[src/design/pcwl_pkg.sv]
// Shared constants and types for the PMBus command write-lock block.
// Assumes a PMBus front end that decodes transactions into one command per request.
package pcwl_pkg;

    // ------------------------------------------------------------------
    // Widths and command codes
    // ------------------------------------------------------------------
    localparam int CMD_WIDTH = 8;
    localparam int DATA_WIDTH = 16;
    localparam logic [7:0] CMD_WRITE_PROTECT = 8'h10;
    localparam logic [7:0] CMD_STORE_USER_ALL = 8'h15;
    localparam logic [7:0] CMD_UNLOCK_CODE = 8'hFA;
    localparam logic [7:0] CMD_LOCK_MASK = 8'hFB;

    // ------------------------------------------------------------------
    // Lock mask bit positions
    // ------------------------------------------------------------------
    localparam int BIT_SELF_LOCK = 15;
    localparam int BIT_STD_GUARD = 14;
    localparam int BIT_CALIBRATION = 13;
    localparam int BIT_SETPOINT = 12;
    localparam int BIT_OUT_FAULT = 11;
    localparam int BIT_WARN_LIMIT = 10;
    localparam int BIT_CUR_TEMP = 9;
    localparam int BIT_OUT_STEP = 8;
    localparam int BIT_RUN_CONTROL = 7;
    localparam int BIT_SETUP = 6;
    localparam int BIT_IN_LIMIT = 5;
    localparam int BIT_POWER_ORDER = 4;
    localparam int BIT_IDENTITY = 3;
    localparam int BIT_ADDR_STRAP = 2;
    localparam int BIT_UNLOCK_KEY = 1;
    localparam int BIT_NVM_SAVE = 0;

    // ------------------------------------------------------------------
    // Reset values and unlock code readback words
    // ------------------------------------------------------------------
    localparam logic [15:0] MASK_RESET = 16'h0000;
    localparam logic [15:0] KEY_ZERO = 16'h0000;
    localparam logic [15:0] KEY_RD_OPEN = 16'h0000;
    localparam logic [15:0] KEY_RD_FAIL0 = 16'h000F;
    localparam logic [15:0] KEY_RD_FAIL1 = 16'h001F;
    localparam logic [15:0] KEY_RD_FAIL2 = 16'h002F;
    localparam logic [15:0] KEY_RD_BARRED = 16'h00FF;
    localparam int KEY_TRIES_DEFAULT = 3;

    // ------------------------------------------------------------------
    // Types
    // ------------------------------------------------------------------
    typedef enum logic [1:0] {KEY_OPEN, KEY_LOCKED, KEY_BARRED} pcwl_key_state_t;

    typedef struct packed {
        logic valid;
        logic write;
        logic [CMD_WIDTH-1:0] code;
        logic [DATA_WIDTH-1:0] data;
    } pcwl_req_t;

    typedef struct packed {
        logic done;
        logic accepted;
        logic invalid;
        logic [CMD_WIDTH-1:0] code;
        logic [DATA_WIDTH-1:0] rdata;
    } pcwl_resp_t;

    typedef struct packed {
        logic [DATA_WIDTH-1:0] mask;
        logic [DATA_WIDTH-1:0] key;
    } pcwl_nvm_t;

endpackage

[src/design/pcwl_write_lock.sv]
// Command write-lock mask and unlock code guard for a PMBus power converter.
// Assumes a PMBus front end presenting one decoded command per request, an NVM
// image presented with a boot pulse after power-on reset, and a level telling
// whether the standard write-protect setting forbids the command being asked.
//
// Functional notes
// RULE1: Lock mask lives at command FBh, word write and word read.
// RULE2: Mask loads from NVM at boot; one copy shared by all phases.
// RULE3: Each mask bit alone makes its command group read-only.
// RULE4: Bit 15 guards the mask and unlock code; saved it locks forever.
// RULE5: Bit 14 alone guards the standard write-protect command.
// RULE6: Bit 13 guards trim, scale loop and current calibration commands.
// RULE7: Bit 12 guards output mode and output setpoint commands.
// RULE8: Bit 11 guards output limits and output fault limits and responses.
// RULE9: Bit 10 guards warning limits and the alert mask.
// RULE10: Bit 9 guards current and temperature faults plus fault simulation.
// RULE11: Bit 8 guards margins and transition rate; bit 7 guards run control.
// RULE12: Bit 6 guards the switching, compensation and other setup commands.
// RULE13: Bit 5 guards input voltage limits and input fault response.
// RULE14: Bit 4 guards turn-on and turn-off sequencing and input thresholds.
// RULE15: Bit 3 guards the identity information commands.
// RULE16: Bit 2 guards pin detect override and bus address.
// RULE17: Bit 1 guards the unlock code; with nonzero code it locks forever.
// RULE18: Bit 1 with a zero unlock code refuses any new code.
// RULE19: A nonzero unlock code guards the mask until the right code arrives.
// RULE20: Bit 0 guards the NVM save command, also after reset and restore.
// RULE21: A nonzero boot code guards mask and save until matched exactly.
// RULE22: Three misses in a row bar all code writes until power-on reset.
// RULE23: Guarded writes are dropped, state kept, and flagged invalid.
`timescale 1ns/1ps
module pcwl_write_lock #(
    parameter int KEY_TRIES = pcwl_pkg::KEY_TRIES_DEFAULT
) (
    input wire logic clock, // 250 MHz logic clock
    input wire logic nrst, // Power-on reset, asynchronous, active low
    input wire pcwl_pkg::pcwl_req_t req, // Decoded PMBus command request
    input wire logic stdWpBlock, // Standard write-protect forbids req.code
    input wire logic bootLoad, // One-cycle pulse: NVM image valid at boot
    input wire logic restoreLoad, // One-cycle pulse: NVM restore of the mask
    input wire pcwl_pkg::pcwl_nvm_t nvmImage, // Stored mask and unlock code
    output pcwl_pkg::pcwl_resp_t resp, // Answer one cycle after each request
    output logic nvmSave, // One-cycle pulse: write nvmSaveImage to NVM
    output pcwl_pkg::pcwl_nvm_t nvmSaveImage, // Image to be stored
    output logic [pcwl_pkg::DATA_WIDTH-1:0] lockMask, // Active lock mask
    output logic keyOpen // Mask and save are not held by the unlock code
);
    import pcwl_pkg::*;

    // ------------------------------------------------------------------
    // Parameter checks
    // ------------------------------------------------------------------
    if ((KEY_TRIES < 1) || (KEY_TRIES > 3)) begin : g_bad_tries
        $error("KEY_TRIES must be 1 to 3");
    end

    localparam logic [1:0] TRY_LIMIT = 2'(KEY_TRIES);

    logic [DATA_WIDTH-1:0] groupSel;
    logic [DATA_WIDTH-1:0] groupHit;
    logic [DATA_WIDTH-1:0] bootKey;
    logic [DATA_WIDTH-1:0] activeKey;
    logic [DATA_WIDTH-1:0] readValue;
    logic [1:0] keyFails;
    pcwl_key_state_t keyState;
    logic bootDone;
    logic isMaskCmd;
    logic isKeyCmd;
    logic isStoreCmd;
    logic isStdWpCmd;
    logic keyGuard;
    logic writeBlocked;
    logic keyMiss;
    logic writeInvalid;
    logic isWrite;
    logic maskWrite;
    logic keyWrite;
    logic storeWrite;

    // ------------------------------------------------------------------
    // Command group lookup
    // ------------------------------------------------------------------
    pcwl_group_decode u_decode (
        .code(req.code),
        .groupSel(groupSel)
    );

    // RULE3 independent group bits
    for (genvar i = 0; i < DATA_WIDTH; i++) begin : g_hit
        assign groupHit[i] = groupSel[i] & lockMask[i];
    end

    // ------------------------------------------------------------------
    // Write permission
    // ------------------------------------------------------------------
    always_comb begin
        isWrite = req.valid & req.write;
        isMaskCmd = req.code == CMD_LOCK_MASK;
        isKeyCmd = req.code == CMD_UNLOCK_CODE;
        isStoreCmd = req.code == CMD_STORE_USER_ALL;
        isStdWpCmd = req.code == CMD_WRITE_PROTECT;
        // RULE19 code guards mask
        keyGuard = keyState != KEY_OPEN;
        writeBlocked = 1'b0;
        // RULE23 check on receipt
        if (!bootDone) begin
            writeBlocked = 1'b1;
        end else if (isMaskCmd) begin
            // RULE4 self lock
            writeBlocked = lockMask[BIT_SELF_LOCK] | keyGuard;
        end else if (isKeyCmd) begin
            // RULE17 key lock bit
            writeBlocked = lockMask[BIT_SELF_LOCK] | lockMask[BIT_UNLOCK_KEY] | (keyState == KEY_BARRED)
                | stdWpBlock;
        end else if (isStdWpCmd) begin
            // RULE5 only bit 14
            writeBlocked = lockMask[BIT_STD_GUARD];
        end else if (isStoreCmd) begin
            // RULE20 save guard
            writeBlocked = lockMask[BIT_NVM_SAVE] | keyGuard | stdWpBlock;
        end else begin
            // RULE6 to RULE16 group locks
            writeBlocked = (|groupHit) | stdWpBlock;
        end
        // RULE21 exact boot code
        keyMiss = isKeyCmd & !writeBlocked & (keyState == KEY_LOCKED) & (req.data != bootKey);
        writeInvalid = writeBlocked | keyMiss;
        maskWrite = isWrite & isMaskCmd & !writeInvalid;
        keyWrite = isWrite & isKeyCmd & !writeBlocked;
        storeWrite = isWrite & isStoreCmd & !writeInvalid;
    end

    // ------------------------------------------------------------------
    // Lock mask register
    // ------------------------------------------------------------------
    // RULE2 boot and restore load
    always_ff @(posedge clock or negedge nrst) begin
        if (!nrst) begin
            lockMask <= MASK_RESET;
        end else if (bootLoad | restoreLoad) begin
            lockMask <= nvmImage.mask;
        end else if (maskWrite) begin
            lockMask <= req.data;
        end
    end

    always_ff @(posedge clock or negedge nrst) begin
        if (!nrst) begin
            bootDone <= 1'b0;
        end else if (bootLoad) begin
            bootDone <= 1'b1;
        end
    end

    // ------------------------------------------------------------------
    // Unlock code
    // ------------------------------------------------------------------
    always_ff @(posedge clock or negedge nrst) begin
        if (!nrst) begin
            bootKey <= KEY_ZERO;
        end else if (bootLoad) begin
            bootKey <= nvmImage.key;
        end
    end

    // RULE18 new code while open
    always_ff @(posedge clock or negedge nrst) begin
        if (!nrst) begin
            activeKey <= KEY_ZERO;
        end else if (bootLoad) begin
            activeKey <= nvmImage.key;
        end else if (keyWrite && keyState == KEY_OPEN) begin
            activeKey <= req.data;
        end
    end

    // RULE22 miss counting
    always_ff @(posedge clock or negedge nrst) begin
        if (!nrst) begin
            keyState <= KEY_OPEN;
            keyFails <= 2'h0;
        end else if (bootLoad) begin
            keyState <= (nvmImage.key != KEY_ZERO) ? KEY_LOCKED : KEY_OPEN;
            keyFails <= 2'h0;
        end else if (keyWrite) begin
            case (keyState)
                KEY_LOCKED: begin
                    if (!keyMiss) begin
                        keyState <= KEY_OPEN;
                        keyFails <= 2'h0;
                    end else if (keyFails + 2'h1 >= TRY_LIMIT) begin
                        keyState <= KEY_BARRED;
                        keyFails <= keyFails + 2'h1;
                    end else begin
                        keyFails <= keyFails + 2'h1;
                    end
                end
                default: begin
                    keyState <= keyState;
                end
            endcase
        end
    end

    assign keyOpen = keyState == KEY_OPEN;

    // ------------------------------------------------------------------
    // Read data and answers
    // ------------------------------------------------------------------
    always_comb begin
        readValue = '0;
        if (isMaskCmd) begin
            // RULE1 mask readback
            readValue = lockMask;
        end else if (isKeyCmd) begin
            if (keyState == KEY_OPEN) begin
                readValue = KEY_RD_OPEN;
            end else if (keyState == KEY_BARRED) begin
                readValue = KEY_RD_BARRED;
            end else if (keyFails == 2'h0) begin
                readValue = KEY_RD_FAIL0;
            end else if (keyFails == 2'h1) begin
                readValue = KEY_RD_FAIL1;
            end else begin
                readValue = KEY_RD_FAIL2;
            end
        end
    end

    // RULE23 flag invalid writes
    always_ff @(posedge clock or negedge nrst) begin
        if (!nrst) begin
            resp <= '0;
        end else begin
            resp.done <= req.valid;
            resp.accepted <= isWrite & !writeInvalid;
            resp.invalid <= isWrite & writeInvalid;
            resp.code <= req.code;
            resp.rdata <= (req.valid && !req.write) ? readValue : '0;
        end
    end

    always_ff @(posedge clock or negedge nrst) begin
        if (!nrst) begin
            nvmSave <= 1'b0;
            nvmSaveImage <= '0;
        end else begin
            nvmSave <= storeWrite;
            if (storeWrite) begin
                nvmSaveImage <= {lockMask, activeKey};
            end
        end
    end
endmodule

[src/design/pcwl_group_decode.sv]
// Maps a PMBus command code onto the lock mask bits that guard it.
// Assumes manufacturer-specific codes are given by parameter; setup commands in one range.
`timescale 1ns/1ps
module pcwl_group_decode #(
    parameter logic [7:0] SETUP_FIRST_CODE = 8'hD0,
    parameter logic [7:0] SETUP_LAST_CODE = 8'hD7,
    parameter logic [7:0] SIM_FAULTS_CODE = 8'hD8,
    parameter logic [7:0] PIN_OVERRIDE_CODE = 8'hEE,
    parameter logic [7:0] BUS_ADDRESS_CODE = 8'hEF
) (
    input wire logic [pcwl_pkg::CMD_WIDTH-1:0] code, // Command code of the request
    output logic [pcwl_pkg::DATA_WIDTH-1:0] groupSel // One bit per guarding mask bit
);
    import pcwl_pkg::*;

    // ------------------------------------------------------------------
    // Standard command codes
    // ------------------------------------------------------------------
    localparam logic [7:0] C_OPERATION = 8'h01, C_ON_OFF_CFG = 8'h02, C_ALERT_MASK = 8'h1B;
    localparam logic [7:0] C_OUT_MODE = 8'h20, C_OUT_COMMAND = 8'h21, C_OUT_TRIM = 8'h22;
    localparam logic [7:0] C_OUT_MAX = 8'h24, C_MARGIN_HIGH = 8'h25, C_MARGIN_LOW = 8'h26;
    localparam logic [7:0] C_TRANS_RATE = 8'h27, C_SCALE_LOOP = 8'h29, C_OUT_MIN = 8'h2B;
    localparam logic [7:0] C_FREQ_SWITCH = 8'h33, C_IN_ON = 8'h35, C_IN_OFF = 8'h36, C_INTERLEAVE = 8'h37;
    localparam logic [7:0] C_CAL_GAIN = 8'h38, C_CAL_OFFSET = 8'h39;
    localparam logic [7:0] C_OUT_OV_FLT = 8'h40, C_OUT_OV_RSP = 8'h41, C_OUT_OV_WRN = 8'h42;
    localparam logic [7:0] C_OUT_UV_WRN = 8'h43, C_OUT_UV_FLT = 8'h44, C_OUT_UV_RSP = 8'h45;
    localparam logic [7:0] C_OC_FLT = 8'h46, C_OC_RSP = 8'h47, C_OC_WRN = 8'h4A;
    localparam logic [7:0] C_OT_FLT = 8'h4F, C_OT_RSP = 8'h50, C_OT_WRN = 8'h51;
    localparam logic [7:0] C_IN_OV_FLT = 8'h55, C_IN_OV_RSP = 8'h56, C_IN_OV_WRN = 8'h57, C_IN_UV_WRN = 8'h58;
    localparam logic [7:0] C_TON_DELAY = 8'h60, C_TON_RISE = 8'h61, C_TON_MAX_FLT = 8'h62, C_TON_MAX_RSP = 8'h63;
    localparam logic [7:0] C_TOFF_DELAY = 8'h64, C_TOFF_FALL = 8'h65;
    localparam logic [7:0] C_MAKER_ID = 8'h99, C_MODEL = 8'h9A, C_REVISION = 8'h9B, C_SERIAL = 8'h9E;

    if (SETUP_FIRST_CODE > SETUP_LAST_CODE) begin : g_bad_range
        $error("setup command range is reversed");
    end

    // ------------------------------------------------------------------
    // Group decode
    // ------------------------------------------------------------------
    always_comb begin
        groupSel = '0;
        case (code)
            // RULE6 calibration group
            C_OUT_TRIM, C_SCALE_LOOP, C_CAL_GAIN, C_CAL_OFFSET: groupSel[BIT_CALIBRATION] = 1'b1;
            // RULE7 setpoint group
            C_OUT_MODE, C_OUT_COMMAND: groupSel[BIT_SETPOINT] = 1'b1;
            // RULE8 output fault group
            C_OUT_MAX, C_OUT_MIN, C_OUT_OV_FLT, C_OUT_OV_RSP, C_OUT_UV_FLT, C_OUT_UV_RSP: begin
                groupSel[BIT_OUT_FAULT] = 1'b1;
            end
            // RULE9 warning group
            C_OUT_OV_WRN, C_OUT_UV_WRN, C_OC_WRN, C_OT_WRN, C_ALERT_MASK: groupSel[BIT_WARN_LIMIT] = 1'b1;
            // RULE10 current temp group
            C_OC_FLT, C_OC_RSP, C_OT_FLT, C_OT_RSP, SIM_FAULTS_CODE: groupSel[BIT_CUR_TEMP] = 1'b1;
            // RULE11 step and run
            C_MARGIN_HIGH, C_MARGIN_LOW, C_TRANS_RATE: groupSel[BIT_OUT_STEP] = 1'b1;
            C_OPERATION: groupSel[BIT_RUN_CONTROL] = 1'b1;
            // RULE12 setup group
            C_FREQ_SWITCH, C_INTERLEAVE: groupSel[BIT_SETUP] = 1'b1;
            // RULE13 input limit group
            C_IN_UV_WRN, C_IN_OV_FLT, C_IN_OV_WRN, C_IN_OV_RSP: groupSel[BIT_IN_LIMIT] = 1'b1;
            // RULE14 sequencing group
            C_TON_DELAY, C_TON_RISE, C_TON_MAX_FLT, C_TON_MAX_RSP, C_TOFF_DELAY, C_TOFF_FALL,
            C_ON_OFF_CFG, C_IN_ON, C_IN_OFF: groupSel[BIT_POWER_ORDER] = 1'b1;
            // RULE15 identity group
            C_MAKER_ID, C_MODEL, C_REVISION, C_SERIAL: groupSel[BIT_IDENTITY] = 1'b1;
            // RULE16 address group
            PIN_OVERRIDE_CODE, BUS_ADDRESS_CODE: groupSel[BIT_ADDR_STRAP] = 1'b1;
            default: groupSel[BIT_SETUP] = (code >= SETUP_FIRST_CODE) && (code <= SETUP_LAST_CODE);
        endcase
    end

endmodule

[config.mk]
export PLATFORM = sky130hd
export DESIGN_NAME = pcwl_write_lock
export DESIGN_NICKNAME = d
export VERILOG_FILES = /design/src/design/pcwl_pkg.sv /design/src/design/pcwl_write_lock.sv /design/src/design/pcwl_group_decode.sv
export SDC_FILE = /design/constraint.sdc
export NUM_CORES = 1
export LEC_CHECK = 0
export ABC_AREA = 0
export ABC_CLOCK_PERIOD_IN_PS = 2800
export BUFFER_PORTS_ARGS = -buffer_cell sky130_fd_sc_hd__clkbuf_2
export CAP_MARGIN = 30
export CELL_PAD_IN_SITES_DETAIL_PLACEMENT = 0
export CELL_PAD_IN_SITES_GLOBAL_PLACEMENT = 1
export CORE_MARGIN = 8
export CORE_UTILIZATION = 36
export DETAILED_ROUTE_END_ITERATION = 16
export GPL_ROUTABILITY_DRIVEN = 0
export GPL_TIMING_DRIVEN = 0
export PLACE_DENSITY = 0.82
export SLEW_MARGIN = 20
export SYNTH_ARGS = -nofsm -noshare
export SYNTH_HDL_FRONTEND = slang
export SYNTH_SLANG_ARGS = --single-unit
[constraint.sdc]
create_clock -name clock -period 2.8 [get_ports clock]
set_input_delay 0.28 -clock clock [delete_from_list [all_inputs] [get_ports clock]]
set_output_delay 0.28 -clock clock [all_outputs]
set_load 0.02 [all_outputs]
* After elaboration in Yosys (flattened, before gate mapping)
Index checks and enable logic that the tools add are counted.
** Cells by class
- Add/subtract/negate cells :: 1
- Multiply operators :: 0
- Divide/modulo/power cells :: 0
- Magnitude comparators :: 3
- Equality and inequality tests :: 56
- Shifts and indexed selects :: 0
- Multiplexer cells :: 38
- Bitwise operators :: 33
- Reductions and logical operators :: 29
** Operator list (number)
- $eq 8x7->1 const B :: 22
- $eq 8x6->1 const B :: 15
- $mux 16 :: 6
- $eq 8x8->1 const B :: 9
- $reduce_or 45->1 :: 1
- $and 1x1->1 :: 24
- $eq 8x5->1 const B :: 3
- $mux 8 :: 3
- $mux 2 :: 9
- $mux 1 :: 17
- $ne 16x16->1 :: 1
- $reduce_bool 16->1 :: 1
- $mux 6 :: 2
- $reduce_or 12->1 :: 1
- $reduce_or 4->1 :: 3
- $reduce_bool 2->1 :: 5
- $reduce_or 5->1 :: 2
- $or 1x1->1 :: 9
- $reduce_or 9->1 :: 1
- $eq 8x1->1 const B :: 1
- $eq 8x2->1 const B :: 1
- $ge 8x8->1 const B :: 1
- $le 8x8->1 const B :: 1
- $reduce_or 2->1 :: 3
- 13 further kinds :: 19
** Storage, ports and cells
- Register bits after elaboration :: 113
- Latch bits :: 0
- RAM bits :: 0
- Bits in read-only memories :: 0
- Output and inout port bits :: 77
- Logic and storage cells :: 174
- Memories kept :: 0

* Depth between registers and ports, before layout
- Depth after elaboration :: 20
- Gate-level depth with buffers :: 9
- Depth with buffers taken out :: 6

* By module
From an unflattened synthesis, not the netlist that was laid out.
** Unflattened totals
- Cell total of the unflattened synthesis :: 513
- Area, all modules :: 5418.9 µm²
** Modules (own cells, without submodules)
- pcwl_write_lock :: instances 1, cells an instance 448, area each 4958.5 µm², seq. area each 2827.7 µm²
- pcwl_group_decode :: instances 1, cells an instance 65, area each 460.4 µm², seq. area each 0.0 µm²

* Least setup slack after synthesis
Ideal clock, no wire load.
- Kind :: register -> register
- Start :: register keyState[0]
- End :: register nvmSaveImage[0] in the netlist's numbering
- Data arrival time :: 2.347 ns
- Required time :: 2.675 ns
- Setup slack :: 0.327 ns
- Stages on the path, launching flop included :: 9
- Buffers on the path :: 2
- Period minus slack after synthesis :: 2.473 ns
- Path through :: dfrtp_1 -> buf_6 -> a21oi_1 -> o221a_2 -> o2111ai_4 -> or4_4 -> nor4_4 -> buf_6 -> mux2_4
** Between the ends
- Cells in the longest elaborated chain, start to end :: 15
- Elaborated cells on any way between the ends :: 20
- Those cells by class :: 2 x eq/ne; 5 x mux; 10 x bitwise; 3 x reduce/logical
** RTL lines
- from (decl) :: RTL line pcwl_write_lock.sv:64 : pcwl_key_state_t keyState;
- from (signal assigned) :: RTL line pcwl_write_lock.sv:182 : keyState <= (nvmImage.key != KEY_ZERO) ? KEY_LOCKED : KEY_OPEN;
- from (signal assigned) :: RTL line pcwl_write_lock.sv:198 : keyState <= keyState;
- $reduce_bool 2->1 :: RTL line pcwl_write_lock.sv:102 : keyGuard = keyState != KEY_OPEN;
- $or 1x1->1 (2 in a row) :: RTL line pcwl_write_lock.sv:119 : writeBlocked = lockMask[BIT_NVM_SAVE] | keyGuard | stdWpBlock;
- $mux 1 :: RTL line pcwl_write_lock.sv:117 : end else if (isStoreCmd) begin
- $mux 1 :: RTL line pcwl_write_lock.sv:114 : end else if (isStdWpCmd) begin
- $mux 1 :: RTL line pcwl_write_lock.sv:110 : end else if (isKeyCmd) begin
- $mux 1 :: RTL line pcwl_write_lock.sv:107 : end else if (isMaskCmd) begin
- $mux 1 :: RTL line pcwl_write_lock.sv:105 : if (!bootDone) begin
- $logic_not 1->1 :: RTL line pcwl_write_lock.sv:125 : keyMiss = isKeyCmd & !writeBlocked & (keyState == KEY_LOCKED) & (req.data != bootKey);
- $and 1x1->1 (3 in a row) :: RTL line pcwl_write_lock.sv:125
- $or 1x1->1 (*) :: RTL line pcwl_write_lock.sv:126 : writeInvalid = writeBlocked | keyMiss;
- $logic_not 1->1 (*) :: RTL line pcwl_write_lock.sv:129 : storeWrite = isWrite & isStoreCmd & !writeInvalid;
- $and 1x1->1 (*) :: RTL line pcwl_write_lock.sv:129
- to (signal assigned) :: RTL line pcwl_write_lock.sv:249 : nvmSaveImage <= {lockMask, activeKey};
- to (decl) :: RTL line pcwl_write_lock.sv:43 : output pcwl_pkg::pcwl_nvm_t nvmSaveImage,
Mark *: on every way between the ends. The rest lies on a longest branch, timed or not.
A chain may end at the register's enable or synchronous reset.

* Worst setup path in the final report
- Start :: register keyState[0]
- End :: register nvmSaveImage[20] in the netlist's numbering
The elaborated chain is that of the path after synthesis.

==> results.tsv <==
stage	metric	value	unit
run_status	status	completed	
min_path	Worst Hold Launch	req[22]	
floorplanning	Floorplan Core Area	14590	sq um
clocking	clock-pin slew on the worst setup and hold paths	0.06	ns
synth	main area contributors after synthesis	dfrtp_1 (53%), mux2_4 (8.4%), mux2i_1 (6.1%)	
global_routing	GRT Total Usage	17.31	%
routing	drt pass-1 iters	5	
power	VDD IR-drop max	0.4165	mV
clocking	CTS H-tree depth	4	
global_routing	vias in the first global route	4724	
global_routing	first-pass GRT wire length	26140	um
power	power per cell area	647.6	nW/um^2
synth	Synth Register Bits	113	
clocking	TritonCTS Buffers	17	
synth	Mapped Nets	537	
worst_setup_path	Worst EP arrival	2.97	ns
global_routing	largest net degree at the start of global routing	85	
cells_and_area	Storage cell area	2828	sq um
global_routing	global route overflow	0	
worst_setup_path	Critical Path Source Type	flop	
routing	routed via count	4400	
synth	ys async rst share	100.0	%
floorplanning	Die W	138.3	um
floorplanning	I/O Pins	140	
placement	# port buffers	138	
worst_setup_path	crit path capture type	flop	
synth	Post-Syn Instances	472	
flow_run	Max Cap Viol	0	
worst_setup_path	R2R Path Start	keyState[0]	
cells_and_area	fin area	7020	sq um
synth	Top FF cell, synth	dfrtp_1	
worst_setup_path	Worst Path Max Fanout	10	
cells_and_area	area of the multi-input gates	2331	sq um
routing	DR vias/cell	5.288	
cells_and_area	P&R area growth vs syn	30.40	%
power	LEAKAGE	3.357	nW
cells_and_area	share of cells above drive strength 1	34.26	%
synth	Post-synth top cells	dfrtp_1 (113), o21ai_0 (36), mux2i_1 (33)	
clocking	post_cts resized	0	
worst_setup_path	R2R Setup Slk	0.12	ns
timing	max-slew violations	0	
timing	WHS	0.02533	ns
timing	slew margin rel.	38.05	%
timing	final setup TNS	0	ns
timing	Layout Skew	0.008520	ns
synth	Cell Area, Synth	5384	sq um
timing	final setup fails	0	
global_routing	met2 Use GR	26.03	%
synth	synth warn	0	
synth	sequential area share after synthesis	52.52	%
cells_and_area	n_diodes	0	
synth	post-synth cell types	57	
worst_setup_path	crit path kind	flop to flop	
clocking	clock sinks	113	
timing	ratio of final minimum period to clock period	95.60	%
min_path	hold depth	1	
cells_and_area	fin nets	700	
min_path	min-delay worst type	input port to flop	
timing	minimum clock period	2.677	ns
cells_and_area	utilization after layout	48.12	%
routing	Avg WL per Cell	19.49	um
floorplanning	Die ar.	19120	sq um
timing	Final Hold Viols	0	
timing	FMAX	0.3736	GHz
cells_and_area	fillcell total	1335	
clocking	CTS tree	done	
synth	Post-synth EDFFs	0	
worst_setup_path	WP data required	3.10	ns
routing	DRC	0	
timing	RSZ-0062 raised after global routing	no	
global_routing	Top Usage Layer GRT	met2	
min_path	Hold Path Sink	resp[22]	
floorplanning	DIE HEIGHT	138.3	um
routing	drt total wl	16220	um
worst_setup_path	Worst Reg-to-Reg Cells	9	
global_routing	antenna violations before repair	0	
synth	count leader, synth	dfrtp_1	
global_routing	GRT met1 Usage	21.32	%
placement	pre-CTS setup slack	-0.1255	ns
synth	Synth area leader	dfrtp_1	
routing	drt initial violations	319	
floorplanning	Initial Utilization	36.90	%
routing	DRT antenna net count	0	
placement	DP Area	6341	sq um
timing	Worst-Margin Slew	0.9258	ns
synth	area share of the largest cell type after synthesis	52.52	%
worst_setup_path	FF-to-FF End	nvmSaveImage[20]	
clocking	root buf cell	clkbuf_16	
floorplanning	row cnt	44	
timing	PnR worst setup slack	0.1233	ns
clocking	clock tree buffer depth	2	
global_routing	met3 Resource Use GR	6.164	%
synth	syn avg cell area	11.41	sq um
placement	DP HPWL	12010	um
clocking	Clock Latency Late Sink	0.42	ns
[routing by layer]
layer | vias to the layer above | wire length, um
li1 | 2013 | -
met1 | 2111 | 7052
met2 | 224 | 7226
met3 | 52 | 1334
met4 | 0 | 604
met5 | - | 0
[worst max-delay path by stage]
stage | startpoint | endpoint | slack, ns
6_report | keyState[0] | nvmSaveImage[20] | 0.12
5_1_grt | keyState[0] | nvmSaveImage[14] | 0.02
4_1_cts | keyState[0] | nvmSaveImage[20] | 0.11
3_5_place_dp | req[22] | nvmSaveImage[13] | -0.13
3_3_place_gp | req[22] | nvmSaveImage[3] | -0.14
2_1_floorplan | keyState[0] | nvmSaveImage[0] | 0.33
[cells in the final DEF (no fill, tap or decap), types with 4 or more instances in the layout]
master	n
clkbuf_2	137
dfrtp_1	113
o21ai_0	36
mux2i_1	33
mux2_4	30
nor2_1	29
nand2_1	28
a21oi_1	26
inv_1	22
clkbuf_1	18
clkbuf_16	17
xor2_1	16
nand2b_1	10
and2_1	9
nor4_1	9
nand4_1	6
or3_1	6
nor3_1	6
buf_6	5
nand3_1	5
nand3b_1	5
clkinv_4	5
o21a_1	4
nand4b_1	4
bufinv_16	4
[sequential cells by signal, summed over array words and instances (netlist names)]
| signal | flops |
|---|---|
| lockMask | 16 |
| resp | 27 |
| activeKey | 16 |
| nvmSaveImage | 32 |
| bootKey | 16 |
| keyState | 2 |
| keyFails | 2 |
| bootDone | 1 |
| nvmSave | 1 |
[layout make-up]
class,count,share of cell area [%]
Sequential cell,113,40.28
Multi-Input combinational cell,311,33.20
Timing Repair Buffer,144,11.00
Clock buffer,18,6.113
Tap cell,184,3.279
Clock inverter,14,2.923
Buffer,26,2.032
Inverter,22,1.176
[through the flow]
step / power (mW) / instances
finish: 4.546 / 832
global route: 4.711 / 832
CTS: 4.592 / 830
detailed placement: 2.258 / 795
global placement: 2.244 / 794
floorplan: 2.024 / 472
[report_power, final]
group          total [mW]  switching, mW  internal [mW]  leakage (nW)
clock network        2.31          0.810           1.50         0.307
logic               0.433          0.269          0.163          1.61
registers            1.80         0.0865           1.71          1.44
[what timing repair did]
action                                  CTS  global route
cloned                                    0             0
pin swaps                                 1             1
hold buffers                              3             0
hold endpoints to repair                 31             0
endpoints found under the setup margin   30            18
setup buffers                             0             2
[worst max-delay path, stage by stage (launching register included)]
cell and delay [ns]:
dfrtp_1 0.37, buf_6 0.14, a21oi_1 0.14, o221a_2 0.23, o2111ai_4 0.15, or4_4 0.49, nor4_4 0.28, buf_4 0.21
buf_6 0.22, mux2_4 0.32
[logic make-up (layout without fill, tap and decap cells)]
family / count (synthesis) / in the layout / share of synthesized area (%)
flops: 113 / 113 / 52.52
xor+xnor: 16 / 16 / 2.603
fa+ha+maj: 2 / 2 / 0.4647
compound gates: 91 / 91 / 10.83
buf+inv: 48 / 224 / 4.183
simple gates: 137 / 137 / 14.48
mux: 65 / 65 / 14.92
No activity file was read; power rests on OpenSTA's default activity.
